<file path="src/logic/are_pkg.sv">
// Package for the analyzer register encoding block: offsets, fields, codes, timing.
// Assumes a 32-bit APB slave at 100 MHz with one register per aligned word.

package are_pkg;

    // Register byte offsets.
    localparam logic [7:0] ADDR_UNITS   = 8'h00;
    localparam logic [7:0] ADDR_STATUS  = 8'h04;
    localparam logic [7:0] ADDR_CLOCK   = 8'h08;
    localparam logic [7:0] ADDR_ALARM   = 8'h0C;
    localparam logic [7:0] ADDR_FLAGS   = 8'h10;

    // Writable bit masks; spare bits read as zero.
    localparam logic [15:0] UNITS_MASK  = 16'h383F;
    localparam logic [15:0] ALARM_MASK  = 16'h000F;
    localparam logic [15:0] UNITS_RESET = 16'h0000;
    localparam logic [15:0] ALARM_RESET = 16'h0000;
    localparam logic [7:0]  CLOCK_RESET = 8'h00;

    // Units word field positions.
    localparam int TEMP_LSB  = 0;
    localparam int PRESS_LSB = 2;
    localparam int CAL_BIT   = 4;
    localparam int DATE_BIT  = 5;
    localparam int EXT_LSB   = 11;

    // Status word bit positions.
    localparam int ST_FILT  = 0;
    localparam int ST_RANGE = 1;
    localparam int ST_AL1   = 2;
    localparam int ST_AL2   = 3;
    localparam int ST_COMP  = 4;
    localparam int ST_CELLU = 6;
    localparam int ST_CELLS = 7;
    localparam int ST_PRESS = 8;
    localparam int ST_O2    = 9;
    localparam int ST_BOARD = 10;
    localparam int ST_XMTR  = 14;

    // Flags register bits (soft filter setting).
    localparam int FL_FILTER = 0;

    // Offset-coded format constants.
    localparam logic [15:0] FIX_ZERO  = 16'h4E20;  // 20000
    localparam logic [15:0] FIX_MAX   = 16'h9C40;  // 40000
    localparam logic [15:0] SOFF_ZERO = 16'h7FFF;  // 32767

    // Limits on signed and unsigned physical inputs (tenths of a unit or plain units).
    localparam logic signed [15:0] COMP_LO_UA   = 16'sd3600;
    localparam logic signed [15:0] COMP_HI_UA   = 16'sd21000;
    localparam logic signed [15:0] CELL_LO      = -16'sd500;  // tenths degC
    localparam logic signed [15:0] CELL_HI      = 16'sd800;
    localparam logic signed [15:0] STABLE_BAND  = 16'sd5;
    localparam logic [15:0]        PRESS_LO     = 16'd850;
    localparam logic [15:0]        PRESS_HI     = 16'd1100;
    localparam logic [12:0]        VCOMP_LO     = 13'd1;
    localparam logic [12:0]        VCOMP_HI     = 13'd8191;

    // Stability window and cycles at 100 MHz.
    localparam longint STABLE_MIN    = 5;
    localparam longint CLK_HZ        = 100_000_000;
    localparam longint STABLE_CYCLES = STABLE_MIN * 60 * CLK_HZ;

    // Alarm mode codes.
    typedef enum logic [1:0] {ARE_AL_OFF, ARE_AL_LOW, ARE_AL_HIGH, ARE_AL_RSVD} are_alarm_type;

    // Physical measurement bundle.
    typedef struct packed {
        logic signed [15:0] comp_ua;
        logic signed [15:0] cell_t;
        logic signed [15:0] cell_sp;
        logic signed [15:0] board_t;
        logic [15:0]        press_mbar;
        logic [12:0]        vcomp;
        logic [15:0]        oxygen_raw;
        logic [15:0]        alarm1_lvl;
        logic [15:0]        alarm2_lvl;
        logic               oxygen_out_range;
    } are_meas_type;

    // Indicator lamp bundle.
    typedef struct packed {
        logic yellow1;
        logic yellow2;
        logic red_on;
        logic red_flash;
    } are_lamp_type;

endpackage

</file>
<file path="src/logic/are_limit_check.sv">
// Checks one signed value against an inclusive window and reports out-of-window.
// Assumes inputs on the pclk domain.

`timescale 1ns/1ps
`default_nettype none

module are_limit_check #(
    parameter int W = 16
) (
    input  wire logic signed [W-1:0] value,
    input  wire logic signed [W-1:0] lo,
    input  wire logic signed [W-1:0] hi,
    output logic                     outside
);

    // Strict comparisons; the bounds themselves are in range.
    assign outside = (value < lo) || (value > hi);

endmodule

`default_nettype wire

</file>
<file path="src/logic/are_regs.sv">
// APB register bank encoding the units, status, clock and alarm words.
// Assumes measurements arrive on pins, async to pclk, and pass a synchroniser here.
//
// What this block does
// - Units bits 1:0 temperature unit, bits 3:2 external pressure unit.
// - Units bit 4 selects offset or two-gas field calibration.
// - Units bit 5 selects non-US or US date order.
// - Units bits 13:11 external sensor quantity; other high bits spare.
// - One-decimal format: raw 0..40000, value (raw-20000)/10.
// - Two-decimal format: raw 0..40000, value (raw-20000)/100.
// - Status bit 0 shows filtered or plain oxygen per setting.
// - Status bit 1 set while oxygen beyond calibrated range; no lamp.
// - Status bit 4 compensation current below 3.6 or above 21 mA; red flash.
// - Status bit 6 set until cell within 0.5 degC for 5 minutes.
// - Status bit 7 cell temperature below -50 or above 80 degC.
// - Status bit 8 pressure below 850 or above 1100 mbar.
// - Status bit 9 compensation voltage at most 1 or at least 8191.
// - Status bit 10 board temperature above cell setpoint.
// - Status bit 14 marks transmitter variant; bits 11-13,15 zero.
// - Clock reads pack two bytes; clock writes use the low byte only.
// - Signed offset format: value equals raw minus 32767.
// - Alarm word bits 1:0 set alarm one off, low or high.
// - Alarm word bits 3:2 set alarm two off, low or high.

`timescale 1ns/1ps
`default_nettype none

module are_regs #(
    parameter longint STABLE_CYCLES = are_pkg::STABLE_CYCLES,
    parameter bit     TRANSMITTER   = 1'b1,
    parameter int     FLASH_DIV     = 50_000_000
) (
    input  wire logic                 pclk,
    input  wire logic                 presetn,
    input  wire logic                 psel,
    input  wire logic                 penable,
    input  wire logic                 pwrite,
    input  wire logic [7:0]           paddr,
    input  wire logic [31:0]          pwdata,
    output logic [31:0]               prdata,
    output logic                      pready,
    output logic                      pslverr,
    input  wire are_pkg::are_meas_type meas,
    input  wire logic [15:0]          rtc_read_word,
    output logic [7:0]                rtc_set_value,
    output logic                      rtc_set_strobe,
    output logic signed [15:0]        oxygen_fix2,
    output logic signed [15:0]        alarm1_soff,
    output are_pkg::are_lamp_type     lamps,
    output logic [15:0]               status_word
);

    ////////////////////////////////////////////////////////////////////////
    // Input synchroniser: two stages before any logic reads the pins.

    are_pkg::are_meas_type meas_s1_q;
    are_pkg::are_meas_type meas_q;
    logic [15:0]           rtc_s1_q;
    logic [15:0]           rtc_q;

    // First stage feeds only the second.
    always_ff @(posedge pclk or negedge presetn) begin
        if (!presetn) begin
            meas_s1_q <= '0;
            meas_q    <= '0;
            rtc_s1_q  <= 16'h0000;
            rtc_q     <= 16'h0000;
        end else begin
            meas_s1_q <= meas;
            meas_q    <= meas_s1_q;
            rtc_s1_q  <= rtc_read_word;
            rtc_q     <= rtc_s1_q;
        end
    end

    ////////////////////////////////////////////////////////////////////////
    // APB decode.

    logic apb_wr;
    logic apb_rd;
    logic addr_ok;

    assign apb_wr  = psel && penable && pwrite;
    assign apb_rd  = psel && penable && !pwrite;
    assign addr_ok = (paddr == are_pkg::ADDR_UNITS) || (paddr == are_pkg::ADDR_STATUS)
                  || (paddr == are_pkg::ADDR_CLOCK) || (paddr == are_pkg::ADDR_ALARM)
                  || (paddr == are_pkg::ADDR_FLAGS);

    // Zero wait states once out of reset; a flop keeps every port registered.
    always_ff @(posedge pclk or negedge presetn) begin
        if (!presetn) begin
            pready <= 1'b0;
        end else begin
            pready <= 1'b1;
        end
    end

    ////////////////////////////////////////////////////////////////////////
    // Writable registers.

    logic [15:0] units_config_q;
    logic [15:0] alarm_config_q;
    logic        filter_on_q;

    // Spare bits are masked so they always read zero.
    always_ff @(posedge pclk or negedge presetn) begin
        if (!presetn) begin
            units_config_q <= are_pkg::UNITS_RESET;
        end else if (apb_wr && paddr == are_pkg::ADDR_UNITS) begin
            units_config_q <= pwdata[15:0] & are_pkg::UNITS_MASK;
        end
    end

    // Reserved alarm code 11 is stored but treated as inactive.
    always_ff @(posedge pclk or negedge presetn) begin
        if (!presetn) begin
            alarm_config_q <= are_pkg::ALARM_RESET;
        end else if (apb_wr && paddr == are_pkg::ADDR_ALARM) begin
            alarm_config_q <= pwdata[15:0] & are_pkg::ALARM_MASK;
        end
    end

    // Fast-response filter setting that status bit 0 reports.
    always_ff @(posedge pclk or negedge presetn) begin
        if (!presetn) begin
            filter_on_q <= 1'b0;
        end else if (apb_wr && paddr == are_pkg::ADDR_FLAGS) begin
            filter_on_q <= pwdata[are_pkg::FL_FILTER];
        end
    end

    // Clock writes take only the low byte; the upper byte is ignored.
    always_ff @(posedge pclk or negedge presetn) begin
        if (!presetn) begin
            rtc_set_value  <= are_pkg::CLOCK_RESET;
            rtc_set_strobe <= 1'b0;
        end else begin
            rtc_set_strobe <= apb_wr && paddr == are_pkg::ADDR_CLOCK;
            if (apb_wr && paddr == are_pkg::ADDR_CLOCK) begin
                rtc_set_value <= pwdata[7:0];
            end
        end
    end

    ////////////////////////////////////////////////////////////////////////
    // Error detectors.

    logic comp_err;
    logic cell_err;
    logic signed [15:0] cell_delta;
    logic cell_in_band;
    logic press_err;
    logic o2_err;
    logic board_err;

    are_limit_check #(
        .W (16)
    ) u_comp_chk (
        .value   (meas_q.comp_ua),
        .lo      (are_pkg::COMP_LO_UA),
        .hi      (are_pkg::COMP_HI_UA),
        .outside (comp_err)
    );

    assign cell_err   = (meas_q.cell_t < are_pkg::CELL_LO)
                     || (meas_q.cell_t > are_pkg::CELL_HI);
    assign cell_delta = meas_q.cell_t - meas_q.cell_sp;
    assign cell_in_band = (cell_delta <= are_pkg::STABLE_BAND)
                       && (cell_delta >= -are_pkg::STABLE_BAND);
    assign press_err  = (meas_q.press_mbar < are_pkg::PRESS_LO)
                     || (meas_q.press_mbar > are_pkg::PRESS_HI);
    assign o2_err     = (meas_q.vcomp <= are_pkg::VCOMP_LO)
                     || (meas_q.vcomp >= are_pkg::VCOMP_HI);
    assign board_err  = meas_q.board_t > meas_q.cell_sp;

    ////////////////////////////////////////////////////////////////////////
    // Stability timer: any excursion restarts the five-minute wait.

    logic [35:0] stable_cnt_q;
    logic        cell_unstable_q;

    always_ff @(posedge pclk or negedge presetn) begin
        if (!presetn) begin
            stable_cnt_q    <= 36'h0;
            cell_unstable_q <= 1'b1;
        end else if (!cell_in_band) begin
            stable_cnt_q    <= 36'h0;
            cell_unstable_q <= 1'b1;
        end else if (stable_cnt_q >= 36'(STABLE_CYCLES - 1)) begin
            cell_unstable_q <= 1'b0;
        end else begin
            stable_cnt_q <= stable_cnt_q + 36'h1;
        end
    end

    ////////////////////////////////////////////////////////////////////////
    // Alarm evaluation against the two-decimal oxygen reading.

    logic al1_act;
    logic al2_act;

    // Alarm compare on raw offset-coded values keeps order since the offset is common.
    function automatic logic alarm_eval(input logic [1:0] mode, input logic [15:0] val,
                                        input logic [15:0] lvl);
        logic r;
        r = 1'b0;
        if (mode == 2'(are_pkg::ARE_AL_LOW)) r = val < lvl;
        else if (mode == 2'(are_pkg::ARE_AL_HIGH)) r = val > lvl;
        return r;
    endfunction

    assign al1_act = alarm_eval(alarm_config_q[1:0], meas_q.oxygen_raw, meas_q.alarm1_lvl);
    assign al2_act = alarm_eval(alarm_config_q[3:2], meas_q.oxygen_raw, meas_q.alarm2_lvl);

    ////////////////////////////////////////////////////////////////////////
    // Status word assembly.

    logic [15:0] status_d;

    always_comb begin
        status_d                      = 16'h0000;
        status_d[are_pkg::ST_FILT]    = filter_on_q;
        status_d[are_pkg::ST_RANGE]   = meas_q.oxygen_out_range;
        status_d[are_pkg::ST_AL1]     = al1_act;
        status_d[are_pkg::ST_AL2]     = al2_act;
        status_d[are_pkg::ST_COMP]    = comp_err;
        status_d[are_pkg::ST_CELLU]   = cell_unstable_q;
        status_d[are_pkg::ST_CELLS]   = cell_err;
        status_d[are_pkg::ST_PRESS]   = press_err;
        status_d[are_pkg::ST_O2]      = o2_err;
        status_d[are_pkg::ST_BOARD]   = board_err;
        status_d[are_pkg::ST_XMTR]    = TRANSMITTER;
    end

    always_ff @(posedge pclk or negedge presetn) begin
        if (!presetn) begin
            status_word <= 16'h0000;
        end else begin
            status_word <= status_d;
        end
    end

    ////////////////////////////////////////////////////////////////////////
    // Lamps: red flash blinks at a divided rate.

    logic [31:0] flash_cnt_q;
    logic        flash_phase_q;
    logic        red_steady;

    always_ff @(posedge pclk or negedge presetn) begin
        if (!presetn) begin
            flash_cnt_q   <= 32'h0;
            flash_phase_q <= 1'b0;
        end else if (flash_cnt_q == 32'(FLASH_DIV - 1)) begin
            flash_cnt_q   <= 32'h0;
            flash_phase_q <= !flash_phase_q;
        end else begin
            flash_cnt_q <= flash_cnt_q + 32'h1;
        end
    end

    assign red_steady = |status_d[are_pkg::ST_BOARD:are_pkg::ST_CELLU];

    // Steady red masks the flash so an operator sees the worse fault.
    always_ff @(posedge pclk or negedge presetn) begin
        if (!presetn) begin
            lamps <= '0;
        end else begin
            lamps.yellow1   <= al1_act;
            lamps.yellow2   <= al2_act;
            lamps.red_on    <= red_steady;
            lamps.red_flash <= comp_err && !red_steady && flash_phase_q;
        end
    end

    ////////////////////////////////////////////////////////////////////////
    // Encoded outputs: decoded values of the offset formats.

    always_ff @(posedge pclk or negedge presetn) begin
        if (!presetn) begin
            oxygen_fix2 <= 16'sh0000;
            alarm1_soff <= 16'sh0000;
        end else begin
            // Hundredths of percent; raw above 40000 is clamped.
            if (meas_q.oxygen_raw > are_pkg::FIX_MAX) begin
                oxygen_fix2 <= $signed(are_pkg::FIX_MAX - are_pkg::FIX_ZERO);
            end else begin
                oxygen_fix2 <= $signed(meas_q.oxygen_raw - are_pkg::FIX_ZERO);
            end
            alarm1_soff <= $signed(meas_q.alarm1_lvl - are_pkg::SOFF_ZERO);
        end
    end

    ////////////////////////////////////////////////////////////////////////
    // Read data and error response.

    always_ff @(posedge pclk or negedge presetn) begin
        if (!presetn) begin
            prdata  <= 32'h0;
            pslverr <= 1'b0;
        end else begin
            pslverr <= psel && !penable && !addr_ok;
            prdata  <= 32'h0;
            if (psel && !penable && !pwrite) begin
                unique case (paddr)
                    are_pkg::ADDR_UNITS:  prdata <= {16'h0000, units_config_q};
                    are_pkg::ADDR_STATUS: prdata <= {16'h0000, status_d};
                    are_pkg::ADDR_CLOCK:  prdata <= {16'h0000, rtc_q};
                    are_pkg::ADDR_ALARM:  prdata <= {16'h0000, alarm_config_q};
                    are_pkg::ADDR_FLAGS:  prdata <= {31'h0, filter_on_q};
                    default:              prdata <= 32'h0;
                endcase
            end
        end
    end

    logic unused_ok;
    assign unused_ok = apb_rd & addr_ok;

endmodule

`default_nettype wire
</file>
<file path="config.mk">
export PLATFORM = sky130hd
export DESIGN_NAME = are_regs
export DESIGN_NICKNAME = d
export VERILOG_FILES = /design/src/logic/are_pkg.sv /design/src/logic/are_limit_check.sv /design/src/logic/are_regs.sv
export SDC_FILE = /design/constraint.sdc
export NUM_CORES = 1
export LEC_CHECK = 0
export BUFFER_PORTS_ARGS = -buffer_cell sky130_fd_sc_hd__buf_2
export CORE_ASPECT_RATIO = 1.4
export CORE_UTILIZATION = 56
export DETAILED_ROUTE_END_ITERATION = 10
export PLACE_DENSITY = 0.89
export RECOVER_POWER = 50
export SLEW_MARGIN = 20
export SYNTH_ARGS = -nofsm -noshare
export SYNTH_HDL_FRONTEND = slang
export SYNTH_SLANG_ARGS = --single-unit
</file>
<file path="constraint.sdc">
create_clock -name pclk -period 4.5 [get_ports pclk]
set_clock_uncertainty 0.15 [all_clocks]
set_input_delay 0.675 -clock pclk [delete_from_list [all_inputs] [get_ports pclk]]
set_output_delay 0.675 -clock pclk [all_outputs]
set_load 0.01 [all_outputs]
</file>
==> results_dict.tcl, run 1 <==
set metrics [dict create \
    syn_area_um2 17400 \
    die_area_um2 31700 \
    hold_violations 0 \
    synth_cell_type_count 73 \
    grt-ovfl-total 0 \
    die_h_um 210 \
    swShare_pct 22.2 \
    ys_async_sr_fraction_pct 100 \
    critPathMaxStageDelay_ns 0.51 \
    vias_per_cell 5.56 \
    cts_tree "built" \
    critPathBufInv 1 \
    switching_power_mw 1.96 \
    num_io_pins 298 \
    cts-resized-gates 0 \
    yosys.area.top_type "dfrtp_1" \
    grt_use_total_pct 25.6 \
    cts_buffers 42 \
    max_freq_ghz 0.253 \
    drive_gt1_share_pct 23.9 \
    rr_worst_depth 11 \
    path_clk_slew_ns 0.07 \
    synthTopCellsByCount "dfrtp_1 (470), nor2_1 (86), ha_1 (67), nand2_1 (67), inv_1 (65)" \
    synth_top_cell_area_share_pct 67.7 \
    crit_family "simple AND/OR/NAND/NOR gates" \
    path_max_fanout 37 \
    cts-root-buf "clkbuf_16" \
    grt_pass1_wl_um 61800 \
    ys_seq_area_share_pct 67.9 \
    drt-total-wl_um 39300 \
    yosys_register_bits 471 \
    hold-path-cell-count 1 \
    area.growth.synth_to_final_pct 18.1 \
    ir_drop_mv 0.355 \
    setup_violations 0 \
    cts.sinks 471 \
    drt_first_pass_iters 5 \
    end_kind "flip-flop" \
    p_per_area_nw_per_um2 430 \
    nets 1855 \
    synthFlopType "dfrtp_1" \
    core_um2 30200 \
    gp_congestion 0.896 \
    cts_hold_buf 0 \
    cp_slowest_cell "or4_1" \
    dp.cells 1925 \
    syn_avg_cell_area_um2 13.5 \
    comb_power_share_pct 6.1 \
    finalSetupTns_ns 0 \
    status "finished, violations left" \
    r2r-end "cell_unstable_q$_DFFE_PN1P_" \
    clkLatencyLatePin_ns 0.56 \
    crit_type "flip-flop to flip-flop" \
    hold_end "meas_s1_q[44]$_DFF_PN0_" \
    worst_ep_required_time_ns 4.82 \
    reg2reg_from "meas_q[94]$_DFF_PN0_" \
    arrival_ns 4.27 \
    synth.most_common_cell "dfrtp_1" \
    final_max_slew_viol_count 115 \
    cp-start-kind "flip-flop" \
    min_path_type "primary input to flip-flop" \
    min_from "meas[44]" \
    start_util_pct 57.5 \
    route.detailed.drc 0 \
    syn_inst 1289 \
    relSlewSlack_pct -85.0 \
    grt_pass1_vias 12100 \
    reg2reg_slack_ns 0.55 \
    portBuffers 255 \
    worstMarginPinSlew_ns 2.78 \
    synthTopCellsByArea "dfrtp_1 (68%), ha_1 (4.8%), xnor2_1 (2.6%)" \
    seq_power_share_pct 50.9 \
    power.leakage_nw 9.68 \
    min_period_ns 3.95 \
    intPower_mw 6.87 \
    instances_no_fill 2006 \
    fin_crit_sh_pct 87.8 \
    synth_enable_flop_cells 0 \
    antenna_left 0 \
    dp_hpwl_um 27100 \
    die_x_um 151 \
    first_iter_violations 746 \
    path_cells "ha_1 -> fa_1 -> nor2b_1 -> o31a_2 -> nor2_1 -> o31ai_1 -> nand2_1 -> or4_1 -> or4b_1 -> buf_4 -> a22o_2" \
    grt_max_degree 117 \
    rows 75 \
    cap_violations 1 \
    antenna_found_initial 5 \
    rsz0062_at_grt "no" \
    power_frac_clock_pct 43.0 \
    wire_per_inst_um 19.6 \
    clk_path_buf_depth 3 \
    post_cts_buffers 0 \
    num_vias 11100 \
    htreeDepth 2 \
    synth_warnings 0 \
    violations "capacitance limit, slew limit" \
]
## power by group through the flow
| stage | Clock, mW | Sequential, mW | Combinational [mW] |
|---|---|---|---|
| 4_1_cts | 3.86 | 4.50 | 0.547 |
| 2_1_floorplan | 0 | 4.55 | 0.261 |
| 6_report | 3.79 | 4.50 | 0.538 |
| 3_5_place_dp | 0 | 4.57 | 0.539 |
| 5_1_grt | 4.03 | 4.51 | 0.604 |
| 3_3_place_gp | 0 | 4.56 | 0.512 |
## cell families after synthesis
family                     after synthesis  synth area share (%)
buffers and inverters                  101                  3.10
xor gates and xnor gates                96                  4.84
muxes                                   26                  1.66
adders and majority gates               68                  4.94
AOI/OAI and AO/OA                      174                  7.22
DFF                                    471                  67.9
other                                    2                0.0432
and+or+nand+nor                        351                  10.3
## layout make-up
cell class	instances	area, um^2
diodes	5	12.5
clock buffers	59	1220
clock inverters	17	269
fillers	2011	9700
inverters	65	244
multi-input cells	737	5140
flip-flops and latches	471	11800
well taps	385	482
repair buffers	267	1370
## through the flow
step	hold slack [ns]	instance area, um^2	power (mW)	utilization [%]	worst slack (ns)
floorplan	0.181	17400	4.81	-	1.20
global placement	0.181	19100	5.07	63.1	0.787
detailed placement	0.185	19100	5.11	63.1	0.761
CTS	0.0463	20600	8.90	68.1	0.619
global route	0.0453	20500	9.14	67.9	0.290
finish	0.0702	20500	8.83	67.9	0.549
## worst max path at each step
stage / slack [ns] / to / cells after the start / start
after global routing: 0.29 / alarm1_soff[3]$_DFF_PN0_ / 2 / presetn
after floorplan: 1.20 / stable_cnt_q[34]$_DFFE_PN0P_ / 12 / meas_q[94]$_DFF_PN0_
after global placement: 0.79 / cell_unstable_q$_DFFE_PN1P_ / 11 / meas_q[94]$_DFF_PN0_
after CTS: 0.62 / cell_unstable_q$_DFFE_PN1P_ / 11 / meas_q[94]$_DFF_PN0_
after detailed placement: 0.76 / cell_unstable_q$_DFFE_PN1P_ / 11 / meas_q[94]$_DFF_PN0_
final: 0.55 / cell_unstable_q$_DFFE_PN1P_ / 11 / meas_q[94]$_DFF_PN0_
## sequential cells by signal, summed over array words and instances, names as in the netlist
name / cells
meas_q: 142
meas_s1_q: 142
stable_cnt_q: 36
flash_cnt_q: 32
alarm1_soff: 16
oxygen_fix2: 16
prdata: 16
rtc_q: 16
rtc_s1_q: 16
status_word: 11
units_config_q: 9
rtc_set_value: 8
alarm_config_q: 4
lamps: 2
cell_unstable_q: 1
filter_on_q: 1
flash_phase_q: 1
pslverr: 1
rtc_set_strobe: 1
## cells in the final DEF, fill, tap and decap left out, types with 7 or more instances in the layout
cell type    n
o21ai_0     22
dfrtp_1    470
ha_1        67
a21o_1       7
clkbuf_1    24
nor2b_1     14
buf_2      239
or4_1        8
conb_1      22
nand2_1     67
nand4_1     33
a22oi_1      9
nor2_1      86
a21oi_2     30
clkbuf_16   44
nand2b_1    11
inv_1       65
xnor2_1     51
and4_1       7
and2_1       9
mux2_2      23
buf_4        8
a21oi_1     35
and3_1      14
nor3_1      31
o21a_1      10
clkinv_2     7
nor4_1       9
o31ai_1      9
xor2_1      45
nand3_1     37
## metal layers
metal  part of all wire (%)  wire length (um)  vias up  GRT usage (%)
li1                       -                 -     4996              -
met1                     36             14100     5579           28.7
met2                     53             20700      433           44.8
met3                    6.1              2410      137           5.06
met4                    5.3              2090        0           14.9
met5                      0                 0        -              0
Note: power is estimated with default switching activity, not from simulation.
==> run 2: changes to the inputs <==
--- a/config.mk
+++ b/config.mk
@@ -9,9 +9,10 @@
 export CORE_ASPECT_RATIO = 1.4
 export CORE_UTILIZATION = 56
 export DETAILED_ROUTE_END_ITERATION = 10
-export PLACE_DENSITY = 0.89
+export PLACE_DENSITY = 0.88
 export RECOVER_POWER = 50
 export SLEW_MARGIN = 20
 export SYNTH_ARGS = -nofsm -noshare
 export SYNTH_HDL_FRONTEND = slang
+export SYNTH_HIERARCHICAL = 1
 export SYNTH_SLANG_ARGS = --single-unit
==> run 2 against run 1 <==
  * The flow still finishes with violations (capacitance limit, slew limit)
  * Critical path depth unchanged
  * Critical path type unchanged
  * Area after synthesis increased by 4.8%
  * Sequential share of layout area decreased by 2.5 points
  * Worst hold slack improved by 0.0010 ns
  * Global-route usage decreased by 1.6 points
  * Fmax increased by 6.6%
  * Clock power increased by 3%
  * Register-to-register slack improved by 0.24 ns
  * Worst setup slack improved by 0.24 ns
  * Count of clock-buffer cells in the layout decreased by 1
  * Utilization decreased by 0.46 points
  * Largest power group unchanged
==> results_dict.tcl, run 2 <==
set metrics [dict create \
    synth_enable_flop_cells 0 \
    power.leakage_nw 10.2 \
    fillers 2220 \
    die_area_um2 33200 \
    yosys.area.top_type "dfrtp_1" \
    dpl_cell_area_um2 19900 \
    min_period_ns 3.71 \
    arrival_ns 4.03 \
    total_power_mw 9.02 \
    area.growth.synth_to_final_pct 17.8 \
    rsz0062_at_grt "no" \
    synth.most_common_cell "dfrtp_1" \
    worstMarginPinSlew_ns 2.01 \
    design_area_um2 21400 \
    cts.sinks 471 \
    final_max_slew_viol_count 79 \
    syn_avg_cell_area_um2 13.1 \
    hold_violations 0 \
    final_common_cell "dfrtp_1" \
    htreeDepth 2 \
    num_io_pins 298 \
    grt_pass1_vias 12600 \
    relSlewSlack_pct -33.8 \
    crit_type "flip-flop to flip-flop" \
    layout_common_cells "dfrtp_1 (470), buf_2 (202), ha_1 (98), inv_1 (97), nor2_1 (76)" \
    synthTopCellsByArea "dfrtp_1 (65%), ha_1 (6.7%), xnor2_1 (2.5%)" \
    syn_area_um2 18200 \
    die_h_um 215 \
    grt_max_degree 110 \
    synthTopCellsByCount "dfrtp_1 (470), ha_1 (98), inv_1 (97)" \
    cts_tree "built" \
    antenna_found_initial 5 \
    finalSetupTns_ns 0 \
    status "finished, violations left" \
    hold-path-cell-count 1 \
    synthFlopType "dfrtp_1" \
    drive_gt1_share_pct 20.6 \
    antenna_left 0 \
    drt_first_pass_iters 5 \
    dp_hpwl_um 26500 \
    die_x_um 154 \
    setup_violations 0 \
    end_kind "flip-flop" \
    ir_drop_mv 0.513 \
    core_um2 31800 \
    cp-start-kind "flip-flop" \
    grt_use_total_pct 24.0 \
    path_max_fanout 16 \
    synth_top_cell_area_share_pct 64.6 \
    ys_async_sr_fraction_pct 100 \
    max_freq_ghz 0.270 \
    path_clk_slew_ns 0.07 \
    nets 2013 \
    p_per_area_nw_per_um2 421 \
    yosys_register_bits 471 \
    cts-root-buf "clkbuf_16" \
    rows 77 \
    grt_pass1_wl_um 62600 \
    violations "capacitance limit, slew limit" \
    clkLatencyLatePin_ns 0.55 \
    first_iter_violations 724 \
    final_util_pct 67.4 \
    vias_per_cell 5.49 \
    drt-total-wl_um 38300 \
    ys_seq_area_share_pct 64.8 \
    synth_cell_type_count 79 \
    gp_congestion 0.878 \
    start_util_pct 57.2 \
    cap_violations 1 \
    worst_ep_required_time_ns 4.82 \
    min_path_type "primary input to flip-flop" \
    route.detailed.drc 0 \
    syn_inst 1394 \
    grt-ovfl-total 0 \
    num_vias 11800 \
    reg.largest.list "meas_q (142), meas_s1_q (142), stable_cnt_q (36)" \
    rr_worst_depth 11 \
    portBuffers 255 \
    cts_buffers 43 \
    synth_warnings 6 \
    clk_path_buf_depth 3 \
    wire_per_inst_um 17.8 \
    fin_crit_sh_pct 82.4 \
]
==> run 2: cell types whose count changed after synthesis, sizes merged, moves of 7 or more <==
cell | previous run | this run
a21o | 7 | 16
a21oi | 65 | 82
and3 | 14 | 23
buf | 29 | 36
ha | 67 | 98
inv | 65 | 97
nand3 | 37 | 46
nand4 | 33 | 41
nor2 | 86 | 76
==> run 2: final timing paths <==
check	end	slack (ns)	startpoint
max	stable_cnt_q[23]$_DFFE_PN0P_	0.79	meas_q[94]$_DFF_PN0_
min	meas_s1_q[45]$_DFF_PN0_	0.07	meas[45]
max reg2reg	stable_cnt_q[23]$_DFFE_PN0P_	0.79	meas_q[94]$_DFF_PN0_
min reg2reg	meas_q[133]$_DFF_PN0_	0.19	meas_s1_q[133]$_DFF_PN0_
max in group asynchronous	flash_cnt_q[27]$_DFF_PN0_	0.83	presetn
min in group asynchronous	meas_s1_q[99]$_DFF_PN0_	1.09	presetn
==> run 2: logic make-up (layout without fill, tap and decap cells) <==
group / count (synthesis) / after routing / synth area share [%]
AOI/OAI and AO/OA: 201 / 201 / 7.80
xor gates and xnor gates: 93 / 93 / 4.48
adders and majority gates: 99 / 99 / 6.85
buffers and inverters: 144 / 442 / 3.91
DFF: 471 / 471 / 64.8
muxes: 33 / 33 / 2.05
other: 2 / 60 / 0.0413
and+or+nand+nor: 351 / 351 / 10.1
==> run 2: layout make-up <==
type / instances / area (um^2) / area share (%)
diodes: 6 / 15.0 / 0.0700
clock buffers: 58 / 1260 / 5.89
clock inverters: 20 / 294 / 1.37
inverters: 97 / 364 / 1.70
multi-input cells: 831 / 5900 / 27.5
flip-flops and latches: 471 / 11800 / 55.0
well taps: 395 / 494 / 2.30
repair buffers: 267 / 1320 / 6.17
==> run 2: power by group <==
group / leakage, nW / internal (mW) / switching, mW
Clock: 0.763 / 2.33 / 1.57
Combinational: 3.74 / 0.247 / 0.376
Sequential: 5.73 / 4.41 / 0.0882
Total: 10.2 / 6.98 / 2.04
==> run 2: stage by stage <==
step | hold slack, ns | instances | worst slack (ns)
floorplan | 0.181 | 1446 | 1.51
global placement | 0.182 | 2060 | 1.00
detailed placement | 0.185 | 2060 | 0.890
CTS | 0.0497 | 2139 | 0.819
global route | 0.0504 | 2145 | 0.198
finish | 0.0712 | 2145 | 0.794
==> run 2: timing repair <==
action,in CTS,in global routing
hold buffers,1,0
buffers inserted,0,0
resized for setup,0,0
hold endpoints to repair,63,0
==> run 2: metal layers <==
metal | vias up | global-route usage (%) | part of all wire, %
met1 | 5877 | 27.3 | 38
met3 | 131 | 3.91 | 4.2
met5 | - | 0 | 0
met4 | 0 | 11.5 | 4.5
li1 | 5385 | - | -
met2 | 374 | 43.9 | 54
==> run 2: worst max-delay path, cell delays in order (launching register included) <==
cell and delay (ns):
dfrtp_1 0.40, ha_1 0.24, fa_1 0.47, nor2b_4 0.15, o31a_4 0.16, o21ai_0 0.10, a21boi_0 0.26, o2111a_1 0.23
nor4bb_1 0.28, nand4b_1 0.57, buf_4 0.45, a21oi_2 0.16
